**config.mk**
```make
export PLATFORM = sky130hd
export DESIGN_NAME = ppf_port
export DESIGN_NICKNAME = d
export VERILOG_FILES = /design/src/core/ppf_pkg.sv /design/src/core/ppf_fifo.sv /design/src/core/ppf_port.sv
export VERILOG_INCLUDE_DIRS = /design/src /design/src/core
export SDC_FILE = /design/constraint.sdc
export NUM_CORES = 1
export LEC_CHECK = 0
export ABC_AREA = 1
export CORE_MARGIN = 4
export CORE_UTILIZATION = 49
export DETAILED_ROUTE_END_ITERATION = 10
export DONT_BUFFER_PORTS = 1
export PLACE_DENSITY = 0.71
export SYNTH_ARGS = -nofsm -noshare
export SYNTH_HDL_FRONTEND = slang
export SYNTH_SLANG_ARGS = --single-unit
```
**constraint.sdc**
```tcl
create_clock -name clk_sys_in -period 7.34 [get_ports clk_sys_in]
set_clock_uncertainty 0.1 [all_clocks]
set_input_delay 1.468 -clock clk_sys_in [delete_from_list [all_inputs] [get_ports clk_sys_in]]
set_output_delay 1.468 -clock clk_sys_in [all_outputs]
set_load 0.01 [all_outputs]
```
**src/core/ppf_defines.svh**
```systemverilog
// constants for the parallel printer port with output buffer
`ifndef PPF_DEFINES_SVH
`define PPF_DEFINES_SVH

`define PPF_DW 8
`define PPF_FIFO_DEPTH 83
`define PPF_FIFO_CW 7

// register select values
`define PPF_SEL_PORT 2'h0
`define PPF_SEL_STATUS 2'h1
`define PPF_SEL_CMD 2'h2
`define PPF_SEL_COUNT 2'h3
`define PPF_SEL_CTRL 2'h1
`define PPF_SEL_AFR 2'h2

// control register fields
`define PPF_CTL_STROBE 0
`define PPF_CTL_AUTOFD 1
`define PPF_CTL_RESTART 2
`define PPF_CTL_CHOOSE 3
`define PPF_CTL_IRQ_EN 4
`define PPF_CTL_DIR_IN 5

// alternate function register fields
`define PPF_AFR_WIDTH_HI 2
`define PPF_AFR_WIDTH_LO 0
`define PPF_AFR_BUSY_HS 3
`define PPF_AFR_IRQ_INV 6
`define PPF_AFR_FIFO_EN 7

// reset values
`define PPF_PORT_RESET 8'h00
`define PPF_CTL_RESET 8'h04
`define PPF_AFR_RESET 8'h00
`define PPF_PINS_IDLE 32'h70025f00

// read-back fill bits
`define PPF_STAT_FILL 2'h3
`define PPF_CMD_FILL 3'h7

// strobe timing: width is (afr width field + 1) units
`define PPF_CLK_NS 40
`define PPF_STB_UNIT_NS 1000
`define PPF_STB_UNIT_CYC ((`PPF_STB_UNIT_NS + `PPF_CLK_NS - 1) / `PPF_CLK_NS)
`define PPF_STB_CW 8

`endif

```
**src/core/ppf_pkg.sv**
```systemverilog
// types for the parallel printer port with output buffer
package ppf_pkg;

    typedef enum logic [1:0] {
        drn_idle = 2'h0,
        drn_pulse = 2'h1,
        drn_wait = 2'h3
    } ppf_drain_e;

    typedef struct packed {
        logic master_reset;
        logic cs_n;
        logic wr_n;
        logic rd_n;
        logic [1:0] sel;
        logic [7:0] hbus;
        logic fault_n;
        logic online;
        logic busy;
        logic ack_n;
        logic paper_out;
        logic irq_style;
        logic strobe_pin;
        logic autofd_pin;
        logic restart_pin;
        logic choose_pin;
        logic [7:0] port;
    } ppf_pins_s;

endpackage

```
**src/core/ppf_fifo.sv**
```systemverilog
// output byte buffer with registered read stage
module ppf_fifo #(
    parameter int WIDTH = 8,
    parameter int DEPTH = 83,
    parameter int CW = 7
) (
    input wire logic clk_sys_in,
    input wire logic arst_n_in,
    input wire logic clear_in,
    input wire logic in_valid_in,
    input wire logic [WIDTH-1:0] in_data_in,
    output logic in_ready_out,
    output logic out_valid_out,
    output logic [WIDTH-1:0] out_data_out,
    input wire logic out_ready_in,
    output logic [CW-1:0] count_out
);
    logic [WIDTH-1:0] mem_q [DEPTH];
    logic [CW-1:0] wr_ptr_q;
    logic [CW-1:0] rd_ptr_q;
    logic [CW-1:0] mem_cnt_q;
    logic [CW-1:0] count_q;
    logic out_valid_q;
    logic [WIDTH-1:0] out_data_q;
    logic push;
    logic pop;
    logic load;

    function automatic logic [CW-1:0] next_ptr(input logic [CW-1:0] p);
        next_ptr = (p == CW'(DEPTH - 1)) ? '0 : p + CW'(1);
    endfunction

    // count includes the output stage, so full means DEPTH bytes held
    assign in_ready_out = (count_q != CW'(DEPTH));
    assign push = in_valid_in && in_ready_out && !clear_in;
    assign pop = out_valid_q && out_ready_in;
    assign load = (mem_cnt_q != '0) && (!out_valid_q || pop);

    always_ff @(posedge clk_sys_in) begin
        if (push) begin
            mem_q[wr_ptr_q] <= in_data_in;
        end
    end

    always_ff @(posedge clk_sys_in or negedge arst_n_in) begin
        if (!arst_n_in) begin
            wr_ptr_q <= '0;
            rd_ptr_q <= '0;
            mem_cnt_q <= '0;
            count_q <= '0;
        end else if (clear_in) begin
            wr_ptr_q <= '0;
            rd_ptr_q <= '0;
            mem_cnt_q <= '0;
            count_q <= '0;
        end else begin
            if (push) begin
                wr_ptr_q <= next_ptr(wr_ptr_q);
            end
            if (load) begin
                rd_ptr_q <= next_ptr(rd_ptr_q);
            end
            mem_cnt_q <= mem_cnt_q + CW'(push) - CW'(load);
            count_q <= count_q + CW'(push) - CW'(pop);
        end
    end

    always_ff @(posedge clk_sys_in or negedge arst_n_in) begin
        if (!arst_n_in) begin
            out_valid_q <= 1'b0;
            out_data_q <= '0;
        end else if (clear_in) begin
            out_valid_q <= 1'b0;
        end else if (load) begin
            out_valid_q <= 1'b1;
            out_data_q <= mem_q[rd_ptr_q];
        end else if (pop) begin
            out_valid_q <= 1'b0;
        end
    end

    assign out_valid_out = out_valid_q;
    assign out_data_out = out_data_q;
    assign count_out = count_q;

endmodule

```
**src/core/ppf_port.sv**
```systemverilog
// parallel printer port top: host registers, printer handshake, output buffer
`include "ppf_defines.svh"

module ppf_port (
    input wire logic clk_sys_in,
    input wire logic arst_n_in,
    input wire logic master_reset_in,
    input wire logic host_cs_n_in,
    input wire logic host_wr_n_in,
    input wire logic host_rd_n_in,
    input wire logic [1:0] reg_sel_in,
    input wire logic [`PPF_DW-1:0] host_bus_in,
    output logic [`PPF_DW-1:0] host_bus_out,
    output logic host_bus_oe_out,
    input wire logic [`PPF_DW-1:0] port_lines_in,
    output logic [`PPF_DW-1:0] port_lines_out,
    output logic port_lines_oe_out,
    input wire logic data_pulse_n_in,
    output logic data_pulse_n_out,
    output logic data_pulse_n_oe_out,
    input wire logic line_feed_auto_n_in,
    output logic line_feed_auto_n_out,
    output logic line_feed_auto_n_oe_out,
    input wire logic printer_restart_in,
    output logic printer_restart_out,
    output logic printer_restart_oe_out,
    input wire logic printer_choose_n_in,
    output logic printer_choose_n_out,
    output logic printer_choose_n_oe_out,
    input wire logic printer_fault_n_in,
    input wire logic printer_online_in,
    input wire logic busy_in,
    input wire logic ack_n_in,
    input wire logic paper_out_in,
    input wire logic irq_style_pin_in,
    output logic irq_line_out,
    output logic irq_line_oe_out
);
    ppf_pkg::ppf_pins_s pins_raw;
    ppf_pkg::ppf_pins_s s1_q;
    ppf_pkg::ppf_pins_s s2_q;
    ppf_pkg::ppf_pins_s s3_q;
    ppf_pkg::ppf_pins_s pins_q;
    ppf_pkg::ppf_drain_e drn_q;

    logic [`PPF_DW-1:0] port_q;
    logic [`PPF_DW-1:0] ctrl_q;
    logic [`PPF_DW-1:0] afr_q;
    logic [`PPF_DW-1:0] rd_data_q;
    logic [`PPF_DW-1:0] port_out_q;
    logic [`PPF_DW-1:0] status;
    logic [`PPF_DW-1:0] command;
    logic [`PPF_DW-1:0] rd_mux;
    logic [`PPF_STB_CW-1:0] stb_cnt_q;
    logic [`PPF_STB_CW-1:0] stb_len;
    logic [`PPF_FIFO_CW-1:0] fifo_count;
    logic [`PPF_DW-1:0] fifo_head;
    logic wr_act_q, rd_act_q, ack_prev_q, busy_prev_q, fifo_mode_q, strobe_seen_q;
    logic irq_latch_q, rd_oe_q, strobe_oe_q, irq_q, irq_oe_q;
    logic mrst, wr_act, rd_act, wr_fire, rd_fire, restart_low, fifo_en, fifo_clr;
    logic hs_lvl, hs_fall, fifo_push, fifo_ready, fifo_valid, fifo_pop, stat_read, irq_assert;

    assign pins_raw = {master_reset_in, host_cs_n_in, host_wr_n_in, host_rd_n_in, reg_sel_in, host_bus_in,
        printer_fault_n_in, printer_online_in, busy_in, ack_n_in, paper_out_in, irq_style_pin_in,
        data_pulse_n_in, line_feed_auto_n_in, printer_restart_in, printer_choose_n_in, port_lines_in};

    // three-stage sampling; a bit is accepted once stages two and three agree
    always_ff @(posedge clk_sys_in or negedge arst_n_in) begin
        if (!arst_n_in) begin
            s1_q <= `PPF_PINS_IDLE;
            s2_q <= `PPF_PINS_IDLE;
            s3_q <= `PPF_PINS_IDLE;
            pins_q <= `PPF_PINS_IDLE;
        end else begin
            s1_q <= pins_raw;
            s2_q <= s1_q;
            s3_q <= s2_q;
            for (int i = 0; i < $bits(ppf_pkg::ppf_pins_s); i++) begin
                if (s2_q[i] == s3_q[i]) begin
                    pins_q[i] <= s3_q[i];
                end
            end
        end
    end

    assign mrst = pins_q.master_reset;
    assign wr_act = !pins_q.cs_n && !pins_q.wr_n;
    assign rd_act = !pins_q.cs_n && !pins_q.rd_n;
    assign wr_fire = wr_act && !wr_act_q;
    assign rd_fire = rd_act && !rd_act_q;
    assign stat_read = rd_fire && (pins_q.sel == `PPF_SEL_STATUS);
    // pin read-back covers both our own drive and an external pull-down
    assign restart_low = !pins_q.restart_pin;
    assign fifo_en = afr_q[`PPF_AFR_FIFO_EN];
    assign fifo_clr = mrst || restart_low || !fifo_en;
    assign hs_lvl = afr_q[`PPF_AFR_BUSY_HS] ? pins_q.busy : pins_q.ack_n;
    // one detector per input: switching the handshake source makes no false edge
    assign hs_fall = (afr_q[`PPF_AFR_BUSY_HS] ? busy_prev_q : ack_prev_q) && !hs_lvl;
    assign fifo_push = wr_fire && (pins_q.sel == `PPF_SEL_PORT) && fifo_en;
    assign stb_len = `PPF_STB_CW'((int'(afr_q[`PPF_AFR_WIDTH_HI:`PPF_AFR_WIDTH_LO]) + 1) * `PPF_STB_UNIT_CYC);

    // take the head byte only when the printer has acknowledged it
    assign fifo_pop = fifo_valid && hs_fall && !restart_low &&
        (fifo_mode_q ? (drn_q == ppf_pkg::drn_wait) : strobe_seen_q);

    always_ff @(posedge clk_sys_in or negedge arst_n_in) begin
        if (!arst_n_in) begin
            wr_act_q <= 1'b0;
            rd_act_q <= 1'b0;
            ack_prev_q <= 1'b1;
            busy_prev_q <= 1'b0;
        end else begin
            wr_act_q <= wr_act;
            rd_act_q <= rd_act;
            ack_prev_q <= pins_q.ack_n;
            busy_prev_q <= pins_q.busy;
        end
    end

    // host register writes
    always_ff @(posedge clk_sys_in or negedge arst_n_in) begin
        if (!arst_n_in) begin
            port_q <= `PPF_PORT_RESET;
            ctrl_q <= `PPF_CTL_RESET;
            afr_q <= `PPF_AFR_RESET;
        end else if (mrst) begin
            port_q <= `PPF_PORT_RESET;
            ctrl_q <= `PPF_CTL_RESET;
            afr_q <= `PPF_AFR_RESET;
        end else if (wr_fire) begin
            case (pins_q.sel)
                `PPF_SEL_PORT: begin
                    if (!fifo_en) begin
                        port_q <= pins_q.hbus;
                    end
                end
                `PPF_SEL_CTRL: begin
                    ctrl_q <= pins_q.hbus;
                end
                `PPF_SEL_AFR: begin
                    afr_q <= pins_q.hbus;
                end
                default: begin
                end
            endcase
        end
    end

    ppf_fifo #(
        .WIDTH(`PPF_DW),
        .DEPTH(`PPF_FIFO_DEPTH),
        .CW(`PPF_FIFO_CW)
    ) u_fifo (
        .clk_sys_in(clk_sys_in),
        .arst_n_in(arst_n_in),
        .clear_in(fifo_clr),
        .in_valid_in(fifo_push),
        .in_data_in(pins_q.hbus),
        .in_ready_out(fifo_ready),
        .out_valid_out(fifo_valid),
        .out_data_out(fifo_head),
        .out_ready_in(fifo_pop),
        .count_out(fifo_count)
    );

    // buffered mode is entered on the first acknowledged host strobe
    always_ff @(posedge clk_sys_in or negedge arst_n_in) begin
        if (!arst_n_in) begin
            fifo_mode_q <= 1'b0;
            strobe_seen_q <= 1'b0;
        end else if (fifo_clr) begin
            fifo_mode_q <= 1'b0;
            strobe_seen_q <= 1'b0;
        end else if (!fifo_mode_q) begin
            if (!pins_q.strobe_pin) begin
                strobe_seen_q <= 1'b1;
            end
            if (fifo_pop) begin
                fifo_mode_q <= 1'b1;
            end
        end
    end

    // automatic drain: present head, pulse strobe, wait for the handshake
    always_ff @(posedge clk_sys_in or negedge arst_n_in) begin
        if (!arst_n_in) begin
            drn_q <= ppf_pkg::drn_idle;
            stb_cnt_q <= '0;
        end else if (fifo_clr || !fifo_mode_q) begin
            drn_q <= ppf_pkg::drn_idle;
            stb_cnt_q <= '0;
        end else begin
            case (drn_q)
                ppf_pkg::drn_idle: begin
                    // a busy printer holds off the next byte
                    if (fifo_valid && !pins_q.busy) begin
                        drn_q <= ppf_pkg::drn_pulse;
                        stb_cnt_q <= stb_len;
                    end
                end
                ppf_pkg::drn_pulse: begin
                    stb_cnt_q <= stb_cnt_q - `PPF_STB_CW'(1);
                    if (stb_cnt_q == `PPF_STB_CW'(1)) begin
                        drn_q <= ppf_pkg::drn_wait;
                    end
                end
                ppf_pkg::drn_wait: begin
                    if (hs_fall) begin
                        drn_q <= ppf_pkg::drn_idle;
                    end
                end
                default: begin
                    drn_q <= ppf_pkg::drn_idle;
                end
            endcase
        end
    end

    // interrupt latch: set on handshake edge wins over the status-read clear
    always_ff @(posedge clk_sys_in or negedge arst_n_in) begin
        if (!arst_n_in) begin
            irq_latch_q <= 1'b0;
        end else if (mrst) begin
            irq_latch_q <= 1'b0;
        end else if (hs_fall) begin
            irq_latch_q <= 1'b1;
        end else if (stat_read) begin
            irq_latch_q <= 1'b0;
        end
    end

    assign irq_assert = pins_q.irq_style ? !pins_q.ack_n : irq_latch_q;

    assign status = {fifo_en ? fifo_ready : !pins_q.busy, pins_q.ack_n, pins_q.paper_out,
        pins_q.online, pins_q.fault_n, !irq_latch_q, `PPF_STAT_FILL};
    assign command = {`PPF_CMD_FILL, ctrl_q[`PPF_CTL_IRQ_EN], !pins_q.choose_pin,
        pins_q.restart_pin, !pins_q.autofd_pin, !pins_q.strobe_pin};

    always_comb begin
        case (pins_q.sel)
            `PPF_SEL_PORT: rd_mux = ctrl_q[`PPF_CTL_DIR_IN] ? pins_q.port : port_q;
            `PPF_SEL_STATUS: rd_mux = status;
            `PPF_SEL_CMD: rd_mux = command;
            `PPF_SEL_COUNT: rd_mux = {1'b0, fifo_count};
            default: rd_mux = '0;
        endcase
    end

    // pin-facing outputs come from flip-flops, apart from the open-drain data levels tied to 0
    always_ff @(posedge clk_sys_in or negedge arst_n_in) begin
        if (!arst_n_in) begin
            rd_data_q <= '0;
            rd_oe_q <= 1'b0;
            port_out_q <= `PPF_PORT_RESET;
            strobe_oe_q <= 1'b0;
            irq_q <= 1'b1;
            irq_oe_q <= 1'b0;
        end else if (mrst) begin
            rd_data_q <= '0;
            rd_oe_q <= 1'b0;
            port_out_q <= `PPF_PORT_RESET;
            strobe_oe_q <= 1'b0;
            irq_q <= 1'b1;
            irq_oe_q <= 1'b0;
        end else begin
            rd_data_q <= rd_mux;
            rd_oe_q <= rd_act;
            port_out_q <= fifo_en ? fifo_head : port_q;
            // restart held low forces the strobe released
            strobe_oe_q <= !restart_low && (fifo_mode_q ? (drn_q == ppf_pkg::drn_pulse) :
                ctrl_q[`PPF_CTL_STROBE]);
            irq_q <= afr_q[`PPF_AFR_IRQ_INV] ? irq_assert : !irq_assert;
            irq_oe_q <= ctrl_q[`PPF_CTL_IRQ_EN];
        end
    end

    assign host_bus_out = rd_data_q;
    assign host_bus_oe_out = rd_oe_q;
    assign port_lines_out = port_out_q;
    assign port_lines_oe_out = !ctrl_q[`PPF_CTL_DIR_IN];
    assign data_pulse_n_out = 1'b0;
    assign data_pulse_n_oe_out = strobe_oe_q;
    assign line_feed_auto_n_out = 1'b0;
    assign line_feed_auto_n_oe_out = ctrl_q[`PPF_CTL_AUTOFD];
    assign printer_restart_out = 1'b0;
    assign printer_restart_oe_out = !ctrl_q[`PPF_CTL_RESTART];
    assign printer_choose_n_out = 1'b0;
    assign printer_choose_n_oe_out = ctrl_q[`PPF_CTL_CHOOSE];
    assign irq_line_out = irq_q;
    assign irq_line_oe_out = irq_oe_q;
endmodule

```
==> summary.md <==
| Metric | Value |
|---|---|
| Routing usage on met1 | 0.299 |
| First-pass GRT wire length | 132000 µm |
| Worst path slowest cell | dfrtp_4 |
| Non-filler cells, final | 4279 |
| MaxCap Viol Count | 0 |
| Setup CP Type | reg2reg |
| R2r setup slk | 3.47 ns |
| Crit-path cells | buf_4 > buf_4 > nand3_1 > nand3_1 > nand3_1 > nand3_1 > nand3_1 > nand3_1 > nand2_1 > nand2_1 |
| Area growth, synth to finish | 9.41% |
| Cell variety after synth | 51 |
| Vias in the first global route | 23100 |
| Aggregate routed wire length | 85400 µm |
| Critical path capture point type | register |
| Mapped cell area | 36900 µm² |
| Crit-path max FO | 66 |
| Diodes inserted | 0 |
| Synthesized instance count | 3288 |
| Site row count | 100 |
| Synth warn | 0 |
| Pwr/cell area | 259 nW/µm² |
| Slew margin rel. | 0.140 |
| DRT iter0 DRCs | 2786 |
| Via density | 5.53 |
| Clock latency on the worst-skew pair | 0.65 ns |
| Drt first pass iters | 6 |
| Placed insts | 4113 |
| Post-CTS Hold Fix Bufs | 0 |
| Clock Root Buffer | clkbuf_16 |
| Fill cells | 6043 |
| Post_cts resized | 0 |
| Seq cells post-synth | 886 |
| Via Count | 23700 |
| Achievable Freq | 258 MHz |
| Power Total | 10.4 mW |
| Wire per inst | 20.0 µm |
| Critical Path Source Type | register |
| Cell mode on critical path | nand3_1 |
| Final Hold Slack | 0.247 ns |
| Hold Crit Class | reg2reg |
| # setup viols final | 0 |
| Register area share after synthesis | 0.693 |
| Final period utilization | 0.528 |
| Global-route met3 utilization | 0.0370 |
| Post-Route Setup TNS | 0 ns |
| GR Overflow Total | 0 |
| H-tree depth | 3 |
| RSZ-0062 raised after global routing | false |
| Initial cell density of the core | 0.495 |
| Async SR Flop Fraction | 0.251 |
| Drt drc | 0 |
| Met2 Use GR | 0.338 |
| Post-detail-place hpwl | 46700 µm |
| CTS buffer count | 89 |
| Final Util | 0.542 |
| Port bufs | 0 |
| Clock Sinks | 886 |
| Design Area, Final | 40300 µm² |
| Final-stage net count | 3302 |
| Largest net degree at the start of global routing | 230 |
| Post-CTS setup buffers | 0 |
| Gr usage total | 0.214 |
| DIE AREA | 79700 µm² |
| Longest Clk Path Bufs | 3 |
| Syn Area/Cell | 11.2 µm² |
| Post-route worst setup slack | 3.47 ns |
| CP Data Arrival Time | 4.36 ns |
| Outcome | completed |
| Slew Limit Fails | 0 |
| Final hold vios | 0 |
| Final ANT Viol Nets | 0 |
| Pin slew with the least headroom to its limit | 1.29 ns |
| Core area | 74400 µm² |
| Post-synth EDFFs | 664 |
| Reg clk slew, reported paths | 0.06 ns |
| Top_reg_cell synth | edfxtp_1 |
| Setup Slack @ Placement | 3.60 ns |
| Fraction of final layout cells sized beyond drive strength 1 | 0.0888 |
| CP max stage delay | 0.81 ns |
| Static leakage | 15.8 nW |
| Min Tclk post-route | 3.87 ns |
| Post-placement cell area | 37400 µm² |
| CTS tree | yes |
| Maximum vdd drop | 193 µV |
| CP Data Required Time | 7.82 ns |
| Die width | 282 µm |
| Die Height | 282 µm |
| Gp weighted congestion | 0.838 |
| GRT busiest layer | met2 |
| Ports | 62 |
| Initial antenna violation count | 1 |
==> sequential cells by signal, indices dropped and copies added (netlist names), 2 cells and up <==
signal	count
host_bus_out	8
pins_q	30
u_fifo.count_out	7
u_fifo.out_data_out	8
s3_q	32
u_fifo.mem_q	664
port_q	8
port_lines_out	8
drn_q	2
afr_q	6
s2_q	32
u_fifo.wr_ptr_q	7
s1_q	32
u_fifo.rd_ptr_q	7
stb_cnt_q	8
ctrl_q	6
u_fifo.mem_cnt_q	7
==> cell usage in the layout, fill, tap and decap left out, types with 6 or more instances in the layout <==
cell type	n
ha_1	30
clkinv_2	15
edfxtp_1	664
clkinv_1	15
a21oi_1	68
xor2_1	15
dfrtp_4	10
clkbuf_16	92
dfrtp_1	168
or2_2	66
maj3_1	32
dfstp_2	43
o211ai_1	36
o21ai_0	140
nand3_1	464
nand2_1	598
nor3_1	7
o21ai_1	7
inv_1	397
buf_4	12
clkbuf_1	22
nand3_2	6
nor2_1	297
clkbuf_8	10
o22ai_1	15
==> per-layer routing <==
metal  vias up  wire length (µm)
met4         2              3270
li1      10900                 -
met2      1134             39800
met3       189              7490
met1     11400             34900
met5         -                13
==> synthesized netlist by cell type (6+ instances only) <==
cell        n  area, µm²
a21oi_1    68        340
buf_1      17       63.8
buf_2      65        325
buf_4      27        203
buf_6       7       78.8
clkbuf_1   45        169
dfrtp_1   179       4480
dfstp_2    43       1130
edfxtp_1  664      19900
ha_1       30        375
inv_1     397       1490
maj3_1     32        320
nand2_1   598       2240
nand3_1   464       2320
nand3_2     6       60.1
nor2_1    297       1110
nor3_1      7       35.0
o211ai_1   36        270
o21ai_0   140        701
o21ai_1     7       35.0
o22ai_1    15       93.8
or2_2      66        413
xor2_1     15        131
==> logic make-up (layout without fill, tap and decap cells) <==
kind of cell / count (synthesis) / in the layout / share of synthesized area
simple gates: 1458 / 1458 / 0.173
flops: 886 / 886 / 0.693
buf+inv: 567 / 585 / 0.0642
compound gates: 288 / 288 / 0.0437
fa+ha+maj: 65 / 65 / 0.0205
xor+xnor: 18 / 18 / 0.00428
mux: 5 / 5 / 0.00153
other cells: 1 / 5 / 0.000102
==> critical path: cells and delay by family (launching register included) <==
| family | cells | cell delay (ns) |
|---|---|---|
| buffers and inverters | 2 | 1.52 |
| and+or+nand+nor | 8 | 1.27 |
| DFF | 1 | 0.81 |
==> final timing paths <==
path | startpoint | end | cells after the start
worst max-delay path | u_fifo.rd_ptr_q[1] | u_fifo.out_data_out[3] | 10
worst min-delay path | s1_q[2] | s2_q[2] | 0
worst max register to register | u_fifo.rd_ptr_q[1] | u_fifo.out_data_out[3] | 10
worst min register to register | s1_q[2] | s2_q[2] | 0
max in group asynchronous | arst_n_in | s2_q[10] | 0
min in group asynchronous | arst_n_in | host_bus_out[1] | 0
==> layout make-up <==
class,instances,area (µm²),share of cell area
multi-input cells,1839,8960,0.222
clock inverters,42,400,0.00993
clock buffers,124,2520,0.0626
inverters,406,1540,0.0381
flip-flops and latches,886,25600,0.635
well taps,969,1210,0.0301
repair buffers,13,110,0.00273
==> power by group <==
part / total [mW] / switching [mW] / internal (mW)
registers: 5.75 / 0.189 / 5.56
clock network: 4.49 / 1.92 / 2.57
logic: 0.201 / 0.131 / 0.0704
Power figures use the tool's default switching activity.
